<file path="src/verilog/latchoff_defs.svh">
// timing constants for the latch-off supervisor
`ifndef LATCHOFF_DEFS_SVH
`define LATCHOFF_DEFS_SVH

`define CLK_PERIOD_PS        5000
`define HIGH_BLANK_TIME_NS   50000
`define LOW_BLANK_TIME_NS    350000
`define HIGH_BLANK_CYCLES    ((`HIGH_BLANK_TIME_NS * 1000) / `CLK_PERIOD_PS)
`define LOW_BLANK_CYCLES     ((`LOW_BLANK_TIME_NS * 1000) / `CLK_PERIOD_PS)
`define SOFT_START_TIME_NS   4000000
// divide first: the time in picoseconds would overflow a 32-bit int
`define SOFT_START_CYCLES    (`SOFT_START_TIME_NS / (`CLK_PERIOD_PS / 1000))
`define BLANK_CNT_WIDTH      20

`endif

</file>
<file path="src/verilog/latchoff_pkg.sv">
// types for the latch-off supervisor
package latchoff_pkg;
  typedef enum logic [2:0] {
    ST_OFF,
    ST_WAIT_START,
    ST_SOFT_START,
    ST_RUN,
    ST_LATCHED,
    ST_THERMAL
  } sup_state_t;
endpackage : latchoff_pkg

</file>
<file path="src/verilog/trip_if.sv">
// trip request and qualified result between supervisor and its filters
`timescale 1ns/1ps
interface trip_if;
  logic raw;
  logic enable;
  logic qualified;
  modport filt (input raw, input enable, output qualified);
  modport ctrl (output raw, output enable, input qualified);
endinterface : trip_if

</file>
<file path="src/verilog/trip_blanker.sv">
// blanking filter: passes a trip only after it persists past a count
`timescale 1ns/1ps
module trip_blanker #(
  parameter int WIDTH = 20
) (
  input  wire logic             sys_clk,
  input  wire logic             reset,
  input  wire logic [WIDTH-1:0] blank_cycles,
  trip_if.filt                  trip
);
  logic [WIDTH-1:0] count_reg;
  logic             qual_reg;

  // any gap in the trip restarts the count, so short spikes never qualify
  always_ff @(posedge sys_clk or posedge reset) begin
    if (reset) begin
      count_reg <= '0;
    end else if (!trip.raw || !trip.enable) begin
      count_reg <= '0;
    end else if (count_reg <= blank_cycles) begin
      count_reg <= count_reg + 1'b1;
    end
  end

  always_ff @(posedge sys_clk or posedge reset) begin
    if (reset) begin
      qual_reg <= 1'b0;
    end else begin
      qual_reg <= trip.raw && trip.enable && (count_reg >= blank_cycles);
    end
  end

  assign trip.qualified = qual_reg;
endmodule : trip_blanker

</file>
<file path="src/verilog/latchoff_thermal_fault_supervisor.sv">
// latch-off window, start-up gating, thermistor bias boost and thermal shutdown
`timescale 1ns/1ps
`include "latchoff_defs.svh"

// How it works
// - run only inside window; trips latch off
// - high trips shorter than 50 us ignored
// - low trips shorter than 350 us ignored
// - latch cleared by brown-out or supply reset
// - comparators ignored before supply start threshold
// - high trip checked at start threshold
// - low trip honoured after soft-start only
// - thermistor bias doubled during soft-start
// - thermal shutdown stops drive, disables source
// - thermal shutdown resets internal control state
// - thermal clear re-enables source and restarts
module latchoff_thermal_fault_supervisor
  import latchoff_pkg::*;
#(
  parameter int                 CNT_WIDTH   = `BLANK_CNT_WIDTH,
  parameter logic [CNT_WIDTH-1:0] HIGH_BLANK = CNT_WIDTH'(`HIGH_BLANK_CYCLES),
  parameter logic [CNT_WIDTH-1:0] LOW_BLANK  = CNT_WIDTH'(`LOW_BLANK_CYCLES),
  parameter int                 SS_WIDTH    = 20,
  parameter logic [SS_WIDTH-1:0]  SOFT_START = SS_WIDTH'(`SOFT_START_CYCLES)
) (
  input  wire logic sys_clk,
  input  wire logic reset,
  input  wire logic supply_start_threshold,
  input  wire logic supply_reset_level,
  input  wire logic brown_out,
  input  wire logic high_latch_trip,
  input  wire logic low_latch_trip,
  input  wire logic over_temperature,
  input  wire logic pwm_demand,
  output logic      gate_drive_output,
  output logic      boosted_thermistor_current,
  output logic      high_voltage_source_enable,
  output logic      latched_off,
  output logic      soft_start_active
);

  sup_state_t          state_reg;
  sup_state_t          state_next;
  logic [SS_WIDTH-1:0] ss_count_reg;
  logic                drive_reg;
  logic                boost_reg;
  logic                hv_en_reg;
  logic                latch_reg;
  logic                ss_reg;
  logic                clear_event;
  logic                ss_done;

  trip_if high_trip ();
  trip_if low_trip ();

  // comparators are blind until the supply reaches its start threshold
  assign high_trip.raw    = high_latch_trip;
  assign high_trip.enable = (state_reg == ST_SOFT_START) || (state_reg == ST_RUN)
                            || (state_reg == ST_WAIT_START && supply_start_threshold);
  assign low_trip.raw     = low_latch_trip;
  assign low_trip.enable  = (state_reg == ST_RUN);

  trip_blanker #(
    .WIDTH        (CNT_WIDTH)
  ) u_high_blank (
    .sys_clk      (sys_clk),
    .reset        (reset),
    .blank_cycles (HIGH_BLANK),
    .trip         (high_trip)
  );

  trip_blanker #(
    .WIDTH        (CNT_WIDTH)
  ) u_low_blank (
    .sys_clk      (sys_clk),
    .reset        (reset),
    .blank_cycles (LOW_BLANK),
    .trip         (low_trip)
  );

  assign clear_event = brown_out || supply_reset_level;
  assign ss_done     = (ss_count_reg >= SOFT_START - 1'b1);

  always_comb begin
    state_next = state_reg;
    case (state_reg)
      ST_OFF: begin
        if (!clear_event) begin
          state_next = ST_WAIT_START;
        end
      end
      ST_WAIT_START: begin
        // high trip state must settle before switching is allowed
        if (supply_start_threshold && !high_latch_trip) begin
          state_next = ST_SOFT_START;
        end
      end
      ST_SOFT_START: begin
        if (high_trip.qualified) begin
          state_next = ST_LATCHED;
        end else if (ss_done) begin
          state_next = ST_RUN;
        end
      end
      ST_RUN: begin
        if (high_trip.qualified || low_trip.qualified) begin
          state_next = ST_LATCHED;
        end
      end
      ST_LATCHED: begin
        if (clear_event) begin
          state_next = ST_OFF;
        end
      end
      ST_THERMAL: begin
        if (!over_temperature) begin
          state_next = ST_OFF;
        end
      end
      default: begin
        state_next = ST_OFF;
      end
    endcase
    // a qualified high trip while waiting also latches
    if (state_reg == ST_WAIT_START && high_trip.qualified) begin
      state_next = ST_LATCHED;
    end
    // a clearing event restarts everything except an active thermal fault
    if (clear_event && state_reg != ST_THERMAL) begin
      state_next = ST_OFF;
    end
    if (over_temperature) begin
      state_next = ST_THERMAL;
    end
  end

  always_ff @(posedge sys_clk or posedge reset) begin
    if (reset) begin
      state_reg <= ST_OFF;
    end else begin
      state_reg <= state_next;
    end
  end

  always_ff @(posedge sys_clk or posedge reset) begin
    if (reset) begin
      ss_count_reg <= '0;
    end else if (state_reg == ST_SOFT_START && !ss_done) begin
      ss_count_reg <= ss_count_reg + 1'b1;
    end else if (state_reg != ST_SOFT_START) begin
      ss_count_reg <= '0;
    end
  end

  // drive follows demand only in soft-start and run; thermal fault kills it at once
  always_ff @(posedge sys_clk or posedge reset) begin
    if (reset) begin
      drive_reg <= 1'b0;
    end else if (over_temperature) begin
      drive_reg <= 1'b0;
    end else if (state_next == ST_SOFT_START || state_next == ST_RUN) begin
      drive_reg <= pwm_demand;
    end else begin
      drive_reg <= 1'b0;
    end
  end

  always_ff @(posedge sys_clk or posedge reset) begin
    if (reset) begin
      boost_reg <= 1'b0;
      ss_reg    <= 1'b0;
    end else begin
      boost_reg <= (state_next == ST_SOFT_START);
      ss_reg    <= (state_next == ST_SOFT_START);
    end
  end

  always_ff @(posedge sys_clk or posedge reset) begin
    if (reset) begin
      hv_en_reg <= 1'b1;
    end else begin
      hv_en_reg <= !over_temperature && (state_next != ST_THERMAL);
    end
  end

  always_ff @(posedge sys_clk or posedge reset) begin
    if (reset) begin
      latch_reg <= 1'b0;
    end else begin
      latch_reg <= (state_next == ST_LATCHED);
    end
  end

  assign gate_drive_output          = drive_reg;
  assign boosted_thermistor_current = boost_reg;
  assign high_voltage_source_enable = hv_en_reg;
  assign latched_off                = latch_reg;
  assign soft_start_active          = ss_reg;

endmodule : latchoff_thermal_fault_supervisor

</file>
<file path="config.mk">
export PLATFORM = sky130hd
export DESIGN_NAME = latchoff_thermal_fault_supervisor
export DESIGN_NICKNAME = d
export VERILOG_FILES = /design/src/verilog/latchoff_pkg.sv /design/src/verilog/trip_if.sv /design/src/verilog/trip_blanker.sv /design/src/verilog/latchoff_thermal_fault_supervisor.sv
export VERILOG_INCLUDE_DIRS = /design/src /design/src/verilog
export SDC_FILE = /design/constraint.sdc
export NUM_CORES = 1
export LEC_CHECK = 0
export BUFFER_PORTS_ARGS = -buffer_cell sky130_fd_sc_hd__buf_4
export CAP_MARGIN = 25
export CELL_PAD_IN_SITES_DETAIL_PLACEMENT = 0
export CELL_PAD_IN_SITES_GLOBAL_PLACEMENT = 1
export CORE_MARGIN = 5
export CORE_UTILIZATION = 40
export CTS_BUF_LIST = sky130_fd_sc_hd__clkbuf_4 sky130_fd_sc_hd__clkbuf_8 sky130_fd_sc_hd__clkbuf_16
export CTS_CLUSTER_DIAMETER = 80
export CTS_CLUSTER_SIZE = 12
export DETAILED_ROUTE_END_ITERATION = 12
export PLACE_DENSITY = 0.71
export SLEW_MARGIN = 15
export SYNTH_ARGS = -nofsm -noshare
export SYNTH_HDL_FRONTEND = slang
export SYNTH_SLANG_ARGS = --single-unit
</file>
<file path="constraint.sdc">
create_clock -name sys_clk -period 4.8 [get_ports sys_clk]
set_input_delay 0.24 -clock sys_clk [delete_from_list [all_inputs] [get_ports sys_clk]]
set_output_delay 0.24 -clock sys_clk [all_outputs]
set_load 0.005 [all_outputs]
</file>
# Word-level counts from Yosys, hierarchy flattened
# Cells that the tools add are included.
# word_totals
regBits	69
latchBits	0
mem_bits_rw	0
rom_bits	0
out_inout_bits	5
n_memories	0
# op_classes
add_sub_neg	3
n_mul	0
n_div	0
magnitude_cmp	5
eq_ne	10
shifts	0
mux	18
n_bitwise	0
n_reduce_logical	27
# op_table
op	n
$mux W20	6
$add A20 B1 Y20 const B	3
$mux W3	9
$ge A20 B14 Y1 const B	1
$ge A20 B17 Y1 const B	1
$ge A20 B20 Y1 const B	1
$le A20 B14 Y1 const B	1
$le A20 B17 Y1 const B	1
$pmux W3 S5	1
$eq A3 B2 Y1 const B	4
$logic_and A1 B1 Y1	10
$logic_or A1 B1 Y1	7
$eq A3 B3 Y1 const B	2
$logic_not A1 Y1	6
$ne A3 B3 Y1 const B	2
$reduce_bool A2 Y1	3
$eq A3 B1 Y1 const B	1
$logic_not A3 Y1	1
$ne A3 B2 Y1 const B	1
$mux W1	2

# Longest topological paths before layout
# Gate-level depths: netlist (run 1).
# logic_depth
word_depth	11
depth_mapped	9
depth_no_buf	6

# By module
# A second synthesis (run 1) with hierarchy kept.
# hier_totals
cells_unflattened	559
hier_area_um2	4892.2
# modules_own_cells
module	instances	cells_per_inst	area_per_inst_um2	seq_area_each_um2
trip_blanker	2	195	1651.6	525.5
latchoff_thermal_fault_supervisor	1	169	1589.0	676.9

# Worst setup path before layout (run 1)
# No wires, ideal clock.
# synth_timing
kind	register to register
start	register u_low_blank.count_reg[18]
end	register u_low_blank.count_reg[5]
arrival_ns	1.915
path_slack_ns	2.807
path_stages_with_launch	7
synth_period_minus_slack_ns	1.993
cell_sequence	dfrtp_1 or3_1 o21a_1 or2_1 buf_6 or4_1 a21oi_1
# synth_via
elab_chain_len	2
# synth_lines
item	line_no	rtl
start, declared	trip_blanker.sv:11	logic [WIDTH-1:0] count_reg;
start signal, assigned	trip_blanker.sv:21	count_reg <= count_reg + 1'b1;
$le A20 B17 Y1	trip_blanker.sv:20	end else if (count_reg <= blank_cycles) begin
$reduce_bool A2 Y1 (no line)	-	
# Every way passes these cells.
# A chain may end at the register's enable or synchronous reset.

# Worst setup path after layout (run 1)
# layout_timing
start	register ss_count_reg[14]
end	register ss_count_reg[15]
# layout_via
elab_chain_len	4
word_cells_on_any_way	6
cone_classes	1 x add/sub; 1 x order compare; 1 x mux; 3 x reduce/logical
# layout_lines
item	line_no	rtl
start, declared	latchoff_thermal_fault_supervisor.sv:44	logic [SS_WIDTH-1:0] ss_count_reg;
start signal, assigned	latchoff_thermal_fault_supervisor.sv:149	ss_count_reg <= ss_count_reg + 1'b1;
$ge A20 B20 Y1	latchoff_thermal_fault_supervisor.sv:82	assign ss_done = (ss_count_reg >= SOFT_START - 1'b1);
$logic_not A1 Y1	latchoff_thermal_fault_supervisor.sv:148	end else if (state_reg == ST_SOFT_START && !ss_done) begin
$logic_and A1 B1 Y1	latchoff_thermal_fault_supervisor.sv:148	
$mux W20 / $reduce_bool A2 Y1 (equally long branches)	-	
# Several ways; a longest one is shown, not always the timed one.

==> results of run 1 <==
-- cells by family (layout without fill, tap and decap cells) --
family / after synthesis / after routing / share of synthesized area, %
and+or+nand+nor: 198 / 198 / 28.0
xor gates and xnor gates: 13 / 13 / 3.02
muxes: 14 / 14 / 3.71
AOI/OAI and AO/OA: 79 / 79 / 13.4
adders and majority gates: 5 / 5 / 1.66
buffers and inverters: 36 / 46 / 4.38
DFF: 69 / 69 / 45.8
-- placed cells by master (no fill, tap or decap), types with 10 or more instances in the layout --
cell type                  count
sky130_fd_sc_hd__o21ai_0      15
sky130_fd_sc_hd__nor3_1       11
sky130_fd_sc_hd__nand3_1      17
sky130_fd_sc_hd__a21oi_1      33
sky130_fd_sc_hd__clkbuf_8     11
sky130_fd_sc_hd__nand2b_1     14
sky130_fd_sc_hd__dfrtp_1      68
sky130_fd_sc_hd__or3_1        17
sky130_fd_sc_hd__mux2i_1      14
sky130_fd_sc_hd__and2_1       10
sky130_fd_sc_hd__inv_1        11
sky130_fd_sc_hd__buf_4        17
sky130_fd_sc_hd__nand2_1      41
sky130_fd_sc_hd__xnor2_1      13
sky130_fd_sc_hd__nor2_1       33
sky130_fd_sc_hd__nand4_1      16
-- power by group --
group	leakage [nW]	switching, mW	internal [mW]
sequential	0.956	0.00390	0.584
combinational	0.572	0.0203	0.0115
clock	0.0956	0.219	0.219
-- layout make-up --
type | count | area share [%]
clock inverter | 4 | 0.544
timing repair buffer | 18 | 3.33
sequential | 69 | 41.7
inverter | 12 | 1.09
tap | 129 | 3.90
multi-input combinational | 309 | 45.6
clock buffer | 12 | 3.84
-- timing repair --
action / 4_1_cts / 5_1_grt
hold buffers: 1 / 0
endpoints found under the setup margin: 0 / 0
hold endpoints to repair: 17 / 0
-- path summary, 6_finish.rpt --
path | to | slack (ns) | depth (start not counted)
max | ss_count_reg[15] | 2.23 | 5
max in group asynchronous | u_low_blank.count_reg[17] | 3.36 | 4
min | high_voltage_source_enable | 0.05 | 2
min reg2reg | u_low_blank.count_reg[18] | 0.48 | 1
max reg2reg | ss_count_reg[15] | 2.23 | 5
min in group asynchronous | ss_count_reg[10] | 0.44 | 3
-- stage by stage --
stage	setup slack, ns	cell area [um2]	utilization, %	hold slack (ns)
3_3_place_gp	2.35	3940	42.6	0.273
6_report	2.23	4140	44.8	0.0466
4_1_cts	2.25	4130	44.7	0.0176
3_5_place_dp	2.26	3940	42.6	0.272
2_1_floorplan	2.81	3770	-	0.288
5_1_grt	1.98	4140	44.8	0.0438
-- synthesized netlist by cell type, drive strengths merged (2+ instances only) --
cell type and instances:
o2111ai 2, or4 7, and4b 2, clkbuf 16
and2 10, o21a 2, dfrtp 68, nor2 33
a211oi 2, or3 17, o21ai 16, inv 12
nor4 9, nand4 16, nor3b 5, ha 5
nand3 17, a2111oi 4, xnor2 13, a21oi 33
a21o 2, buf 8, nand2b 14, a31oi 2
nor3 11, mux2i 14, and3 9, o31ai 5
nand2 41
-- layer usage --
| metal | vias to the layer above | part of all wire (%) | global-route usage, % | wire [um] |
|---|---|---|---|---|
| met5 | - | 0 | 0 | 0 |
| met4 | 0 | 1.6 | 5.48 | 127 |
| met3 | 10 | 2.9 | 3.91 | 228 |
| met2 | 29 | 44 | 22.3 | 3480 |
| met1 | 1436 | 51 | 20.7 | 4040 |
| li1 | 1501 | - | - | - |
==> results list, run 1 <==
- Standard cell with the maximum stage delay on the critical path: sky130_fd_sc_hd__a2111o_1
* Startpoint of the most critical register-to-register path: ss_count_reg[14]
- In the final layout, the multi-input gates occupy 1890 um2.
- Top-level port count: 14
* Worst vdd ir: 0.000116 V
- In the global route stage, overall resource usage came out at 14.9%.
- For the worst setup path, the data required time is 5.06 ns.
- Placement row count: 35
- Placeable Area: 9240 um2
- Syn_nets: 428
- Number of nets at the end of the flow: 433
* Cell Area, Synth: 3770 um2
- Clock tree from TritonCTS: built
- List of cells traversed by the critical path: nor4_1 -> a31oi_1 -> a2111o_1 -> or4_1 -> a21oi_1
* Summed negative setup slack over all endpoints: 0 ns
* # port buffers: 13
* Maximum number of pins on one net before global-route repair: 52
* Drt wl/cell: 14.2 um
- Worst Setup End Kind: flop
* Effective utilization at floorplan: 40.8%
- The most critical setup path has its startpoint at ss_count_reg[14].
- Crit Path Class: reg2reg
* Routed wire length: 7.87 mm
- Data arrives at the worst endpoint at 2.83 ns.
- Die width: 107 um
* Clock transition time at the flip-flop clock pins of the worst setup and hold paths: 0.07 ns
- Stage delay of the slowest cell on the critical path: 0.57 ns
* Vias per cell: 5.38
- Maximum fanout encountered on the critical timing path: 13
* Via count of the first global-routing pass: 2829
* Post-detailed-placement half-perimeter wirelength: 5.29 mm
- Number of hold violations in the final report: 0
- For the pin with the worst max-slew slack, the measured transition is 0.905 ns.
- Yosys mapped a number of flops with a built-in enable equal to 0.
- The path class of the tightest hold or removal check is in2reg.
* Synthesis-to-finish area growth: 9.68%
- Summed over all instances, the cell type with the most area after synthesis is sky130_fd_sc_hd__dfrtp_1.
- The number of antenna violations at the first check in global routing was 0.
- Overflow left after global routing: 0
- Fill cells in the final layout number 924.
* Cell count after synthesis: 414
* Number of buffers on the longest clock path: 2
- Final GP Congestion: 0.790
* Detail Route Antenna Nets: 0
- The clock arrives with 0.0105 ns of skew.
- Clk Tree Root Cell: sky130_fd_sc_hd__clkbuf_8
- For this run, the leading register cell type out of synthesis is sky130_fd_sc_hd__dfrtp_1.
- Clock sinks: 69
* Antenna diode instance count: 0
- Measured along the y axis, the die boundary spans 107 um.
- Unique cell type count in the Yosys netlist: 53
- The worst setup path is launched from a flop.
- The run finished with clean final reports.
- Fraction of layout instances using a drive strength above 1: 9.67%
- Number of gates given a new drive strength after cts: 0
- Unrepaired setup endpoints after global routing: no
- Count of vias placed by the detailed router: 2976
- Residual DRC: 0
- Bufs and invs on worst path: 0
* Worst-Skew Late Latency: 0.35 ns
- Worst rel slew slack: 39.4%
- The H-tree was split into 3 levels.
- Synth Warn #: 0
* Number of violations reported at the end of detailed-routing iteration 0: 151
- Seq/Total Area, Yosys: 45.8%
- Async S/R FF share, synth: 100%
* Achievable Freq: 390 MHz
- Setup Buffers After CTS: 0
- Final critical-path required period: 2.57 ns
* Leakage Power: 1.62 nW
* Hold Startpoint: over_temperature
- Area occupied by registers: 1730 um2
- After layout, the worst path uses 53.4% of the clock period.
* Yosys reg bits: 69
* Mapped Avg Cell Area: 9.12 um2
- Die Footprint: 11500 um2
* Wire length of the first global-routing pass: 13.8 mm
- Number of max-cap violations: 0
* Instance count after placement with tap cells included: 535
- Number of buffers inserted during clock tree synthesis: 9
* Post-route insts no fill: 553
- The first detailed-routing pass took 4 iterations.
- Power spread over the standard cell area amounts to 255 nW/um2.
- The cell family contributing the most delay on the critical path is compound AO/OA/AOI/OAI gates.
- Max-slew violation count: 0
* Post-route total power: 1.06 mW
- Final count of negative-setup-slack endpoints: 0
* Largest cells by area after synthesis: sky130_fd_sc_hd__dfrtp_1, sky130_fd_sc_hd__a21oi_1, sky130_fd_sc_hd__nand2_1, sky130_fd_sc_hd__mux2i_1, sky130_fd_sc_hd__nor2_1
* Share of the synthesized area in the top cell type: 45.1%
No activity file was read; power rests on OpenSTA's default activity.
==> run 2: changes to the inputs <==
Settings changed: ABC_AREA set to 1, PLACE_DENSITY 0.71 to 0.76.
Clock period 4.8 ns to 2.2 ns, I/O delays scaled along.
==> results list, run 2 <==
- Worst hold path cell count: 4 (+2)
- The final cycle utilization of the critical path was 83.4% (+30 points).
- Routed wire length: 9.76 mm (+24%)
* Leakage Power: 2.02 nW (+24%)
* Worst Reg-to-Reg Cells: 9 (+4)
- The number of inserted filler cells in the final layout is 1066 (+15%).
- The areal power density over the cells was 554 nW/um2 (+120%).
* Clk Tree Root Cell: sky130_fd_sc_hd__clkbuf_8
- Detail Route Antenna Nets: 0 (unchanged)
- The H-tree depth came to 3 (unchanged).
- Cell count after synthesis: 563 (+36%)
- Fin Clk Skew: 0.0106 ns (+0.0000152 ns)
* Residual DRC: 0 (unchanged)
- Cell with the most instances on the worst path: sky130_fd_sc_hd__nand2_2
* Number of buffers inserted during clock tree synthesis: 9 (unchanged)
- Top library cells by usage in the layout, fill and taps aside: sky130_fd_sc_hd__nand2_1, sky130_fd_sc_hd__nor2_1, sky130_fd_sc_hd__inv_1, sky130_fd_sc_hd__dfrtp_1, sky130_fd_sc_hd__xor2_1
- In this design, the largest share of critical-path delay is due to simple AND/OR/NAND/NOR gates.
- End point of the worst hold path: state_reg[2]
* Met2 layer wire length in the routed design: 4.52 mm (+30%)
* Standard cell with the maximum stage delay on the critical path: sky130_fd_sc_hd__dfrtp_1
- Counting instances in the post-synthesis netlist gives the leading cell types as sky130_fd_sc_hd__nand2_1, sky130_fd_sc_hd__nor2_1, sky130_fd_sc_hd__inv_1.
* Top-level port count: 14 (unchanged)
- Vias per cell: 4.97 (-7.7%)
- Max-slew violation count: 0 (unchanged)
- CTS Hold Bufs: 3 (+2)
* Worst hold slack: 0.124 ns (+0.0773 ns)
* Die boundary height: 113 um (+5.9%)
- Overflow left after global routing: 0 (unchanged)
* Number of max-cap violations: 0 (unchanged)
- The number of buffers on the longest clock path came to 2 (unchanged).
* Placeable Area: 10400 um2 (+12%)
* # port buffers: 13 (unchanged)
- The most common cell in the synthesized netlist is sky130_fd_sc_hd__nand2_1.
- STA classifies the critical path startpoint as a flop.
- Largest cells by area after synthesis: sky130_fd_sc_hd__dfrtp_1, sky130_fd_sc_hd__nand2_1, sky130_fd_sc_hd__nor2_1, sky130_fd_sc_hd__xor2_1, sky130_fd_sc_hd__inv_1
* Number of nets at the end of the flow: 600 (+39%)
- Setup repair after global routing left no endpoint under its margin.
- Post-route insts no fill: 727 (+31%)
- Clock sinks: 69 (unchanged)
* Setup Buffers After CTS: 0 (unchanged)
* Antenna diode instance count: 0 (unchanged)
- Antenna violations before repair: 0 (unchanged)
* Clock tree from TritonCTS: built
- The worst supply voltage drop on vdd is 0.000329 V (+190%).
* Number of enable-type register cells in the synthesized netlist: 0 (unchanged)
- The post-route setup TNS is 0 ns (unchanged).
- The delay of the slowest critical-path stage is 0.43 ns (-0.14 ns).
- Yosys reg bits: 69 (unchanged)
* Final critical-path required period: 1.83 ns (-0.730 ns)
* Worst-Skew Late Latency: 0.35 ns (about the same)
* Worst Setup End Kind: flop
* Syn_nets: 577 (+35%)
- Traced cell by cell, the critical path runs through ha_1 -> nand3_1 -> nor2_4 -> nand3_2 -> nand2_2 -> nand2_2 -> inv_1 -> nand2_1 -> o21ai_0.
- Dominant register cell in the synthesized netlist: sky130_fd_sc_hd__dfrtp_1
* Mapped Avg Cell Area: 7.60 um2 (-17%)
- The number of library cell types mapped by synthesis is 38 (-28%).
* Hold Startpoint: brown_out
- Via count of the first global-routing pass: 3522 (+24%)
- The highest layer touched by signal routing is met4.
- The total setup violations reported at the end of the flow came to 0 (unchanged).
* Effective utilization at floorplan: 41.3% (+0.41 points)
- Synth Warn #: 0 (unchanged)
* Reg2reg setup slack: 0.37 ns (-1.87 ns)
* Final GP Congestion: 0.833 (+5.5%)
- Wire length on met1: 4.78 mm (+18%)
* Number of hold violations in the final report: 0 (unchanged)
- Fraction of layout instances using a drive strength above 1: 13.5% (+3.9 points)
- The number of rows in the core area came to 37 (+5.7%).
* Bufs and invs on worst path: 1 (+1)
- From synthesis to final layout, the design area changed by 11.9%.
- The count of routing violations after the opening detailed-route iteration is 197 (+30%).
* Share of the synthesized area in the top cell type: 39.8% (-5.3 points)
- Achievable Freq: 545 MHz (+40%)
- The die outline area is 12900 um2 (+12%).
* Post-synthesis cell type with the largest combined area: sky130_fd_sc_hd__dfrtp_1
- Seq/Total Area, Yosys: 40.4% (-5.4 points)
* Maximum fanout encountered on the critical timing path: 16 (+3)
* Worst EP arrival: 2.11 ns (-0.72 ns)
- Cell Area, Synth: 4280 um2 (+13%)
- The met3 wire length came to 321 um (+41%).
* Wire length of the first global-routing pass: 17.3 mm (+25%)
* Instance count after placement with tap cells included: 708 (+32%)
- Global-route usage over all layers: 16.4% (+1.5 points)
- Count of vias placed by the detailed router: 3613 (+21%)
- The worst register-to-register path ends at ss_count_reg[4].
- The worst hold path belongs to the class in2reg.
- Result of the run: completed
- The largest net degree at the start of global routing came to 39 (-25%).
* Post-detailed-placement half-perimeter wirelength: 6.96 mm (+32%)
* Die width: 113 um (+5.9%)
- The length of the first detailed-routing pass in iterations was 4 (unchanged).
* Clock transition time at the flip-flop clock pins of the worst setup and hold paths: 0.08 ns (about the same)
- Slew at the pin with the worst max-slew slack: 0.694 ns (-0.211 ns)
* Number of gates given a new drive strength after cts: 0 (unchanged)
* Required time of the critical path: 2.48 ns (-2.58 ns)
- The detail-routed net length per standard cell was 13.4 um (-5.7%).
- Startpoint of the most critical register-to-register path: ss_count_reg[0]
- Leaving out fill and tap cells, the most frequent cell in the layout is sky130_fd_sc_hd__nand2_1.
- The critical path is of the reg2reg type.
- Worst rel slew slack: 53.7% (+14 points)
- The share of flip-flops with an asynchronous set or reset after synthesis is 100% (unchanged).
run 2: cell types whose count changed in the layout (fill, tap and decap cells not counted), moves of 11 or more:
cell                       change
sky130_fd_sc_hd__or3_1        -17
sky130_fd_sc_hd__inv_1        +57
sky130_fd_sc_hd__nor2_1       +51
sky130_fd_sc_hd__nand2b_1     -14
sky130_fd_sc_hd__xor2_1       +33
sky130_fd_sc_hd__xnor2_1      -11
sky130_fd_sc_hd__nand3_1      +15
sky130_fd_sc_hd__o21ai_2      +14
sky130_fd_sc_hd__mux2i_1      -14
sky130_fd_sc_hd__a21oi_1      -25
sky130_fd_sc_hd__nor3_1       +11
sky130_fd_sc_hd__nand2_1      +87
run 2: power breakdown:
group          switching [mW]  internal [mW]  leakage [nW]
clock network           0.511          0.782         0.119
registers             0.00524           1.27         0.956
logic                  0.0542         0.0291         0.944
run 2: cells by family (layout without fill, tap and decap cells):
kind of cell             after synthesis  after routing  share of synthesized area (%)
AND/OR/NAND/NOR                      316            316                           33.4
buffers and inverters                 86            114                           9.07
flip-flops                            69             69                           40.4
AO/OA/AOI/OAI                         52             52                           8.48
XOR/XNOR                              35             35                           7.17
adder cells (fa/ha/maj)                5              5                           1.46
run 2: area by class of cell:
class                      instances  area (um2)  share of cell area (%)
multi-input combinational        408        2160                    45.2
clock buffer                      10         138                    2.87
inverter                          74         280                    5.85
tap                              136         170                    3.55
timing repair buffer              24         200                    4.18
sequential                        69        1730                    36.1
clock inverter                     6         110                    2.30
run 2: worst max-delay path by stage:
stage                                    from                         to  cells after the start
floorplan                               reset          gate_drive_output                      1
global placement    u_low_blank.count_reg[13]  u_low_blank.count_reg[11]                      8
detailed placement  u_low_blank.count_reg[13]  u_low_blank.count_reg[10]                      8
CTS                           ss_count_reg[0]            ss_count_reg[4]                      9
global route        u_low_blank.count_reg[13]  u_low_blank.count_reg[10]                      8
finish                        ss_count_reg[0]            ss_count_reg[4]                      9
run 2: stage by stage:
stage	total power [mW]	setup WS, ns	util (%)	cell area (um2)
finish	2.65	0.365	46.2	4790
global route	2.77	0.170	46.2	4790
CTS	2.70	0.368	46.2	4790
detailed placement	1.38	0.390	43.5	4510
global placement	1.38	0.411	43.5	4510
floorplan	1.35	0.352	-	4280
run 2: tightest hold or removal path, stage by stage:
cell                      delay [ns]
sky130_fd_sc_hd__buf_4          0.09
sky130_fd_sc_hd__o22ai_1        0.09
sky130_fd_sc_hd__nand2_1        0.10
sky130_fd_sc_hd__nand2_1        0.05
run 2: layer usage:
metal	GRT usage (%)	vias to the layer above
met2	26.0	58
met1	22.7	1688
met3	3.29	12
met4	5.21	0
li1	-	1855
met5	0	-
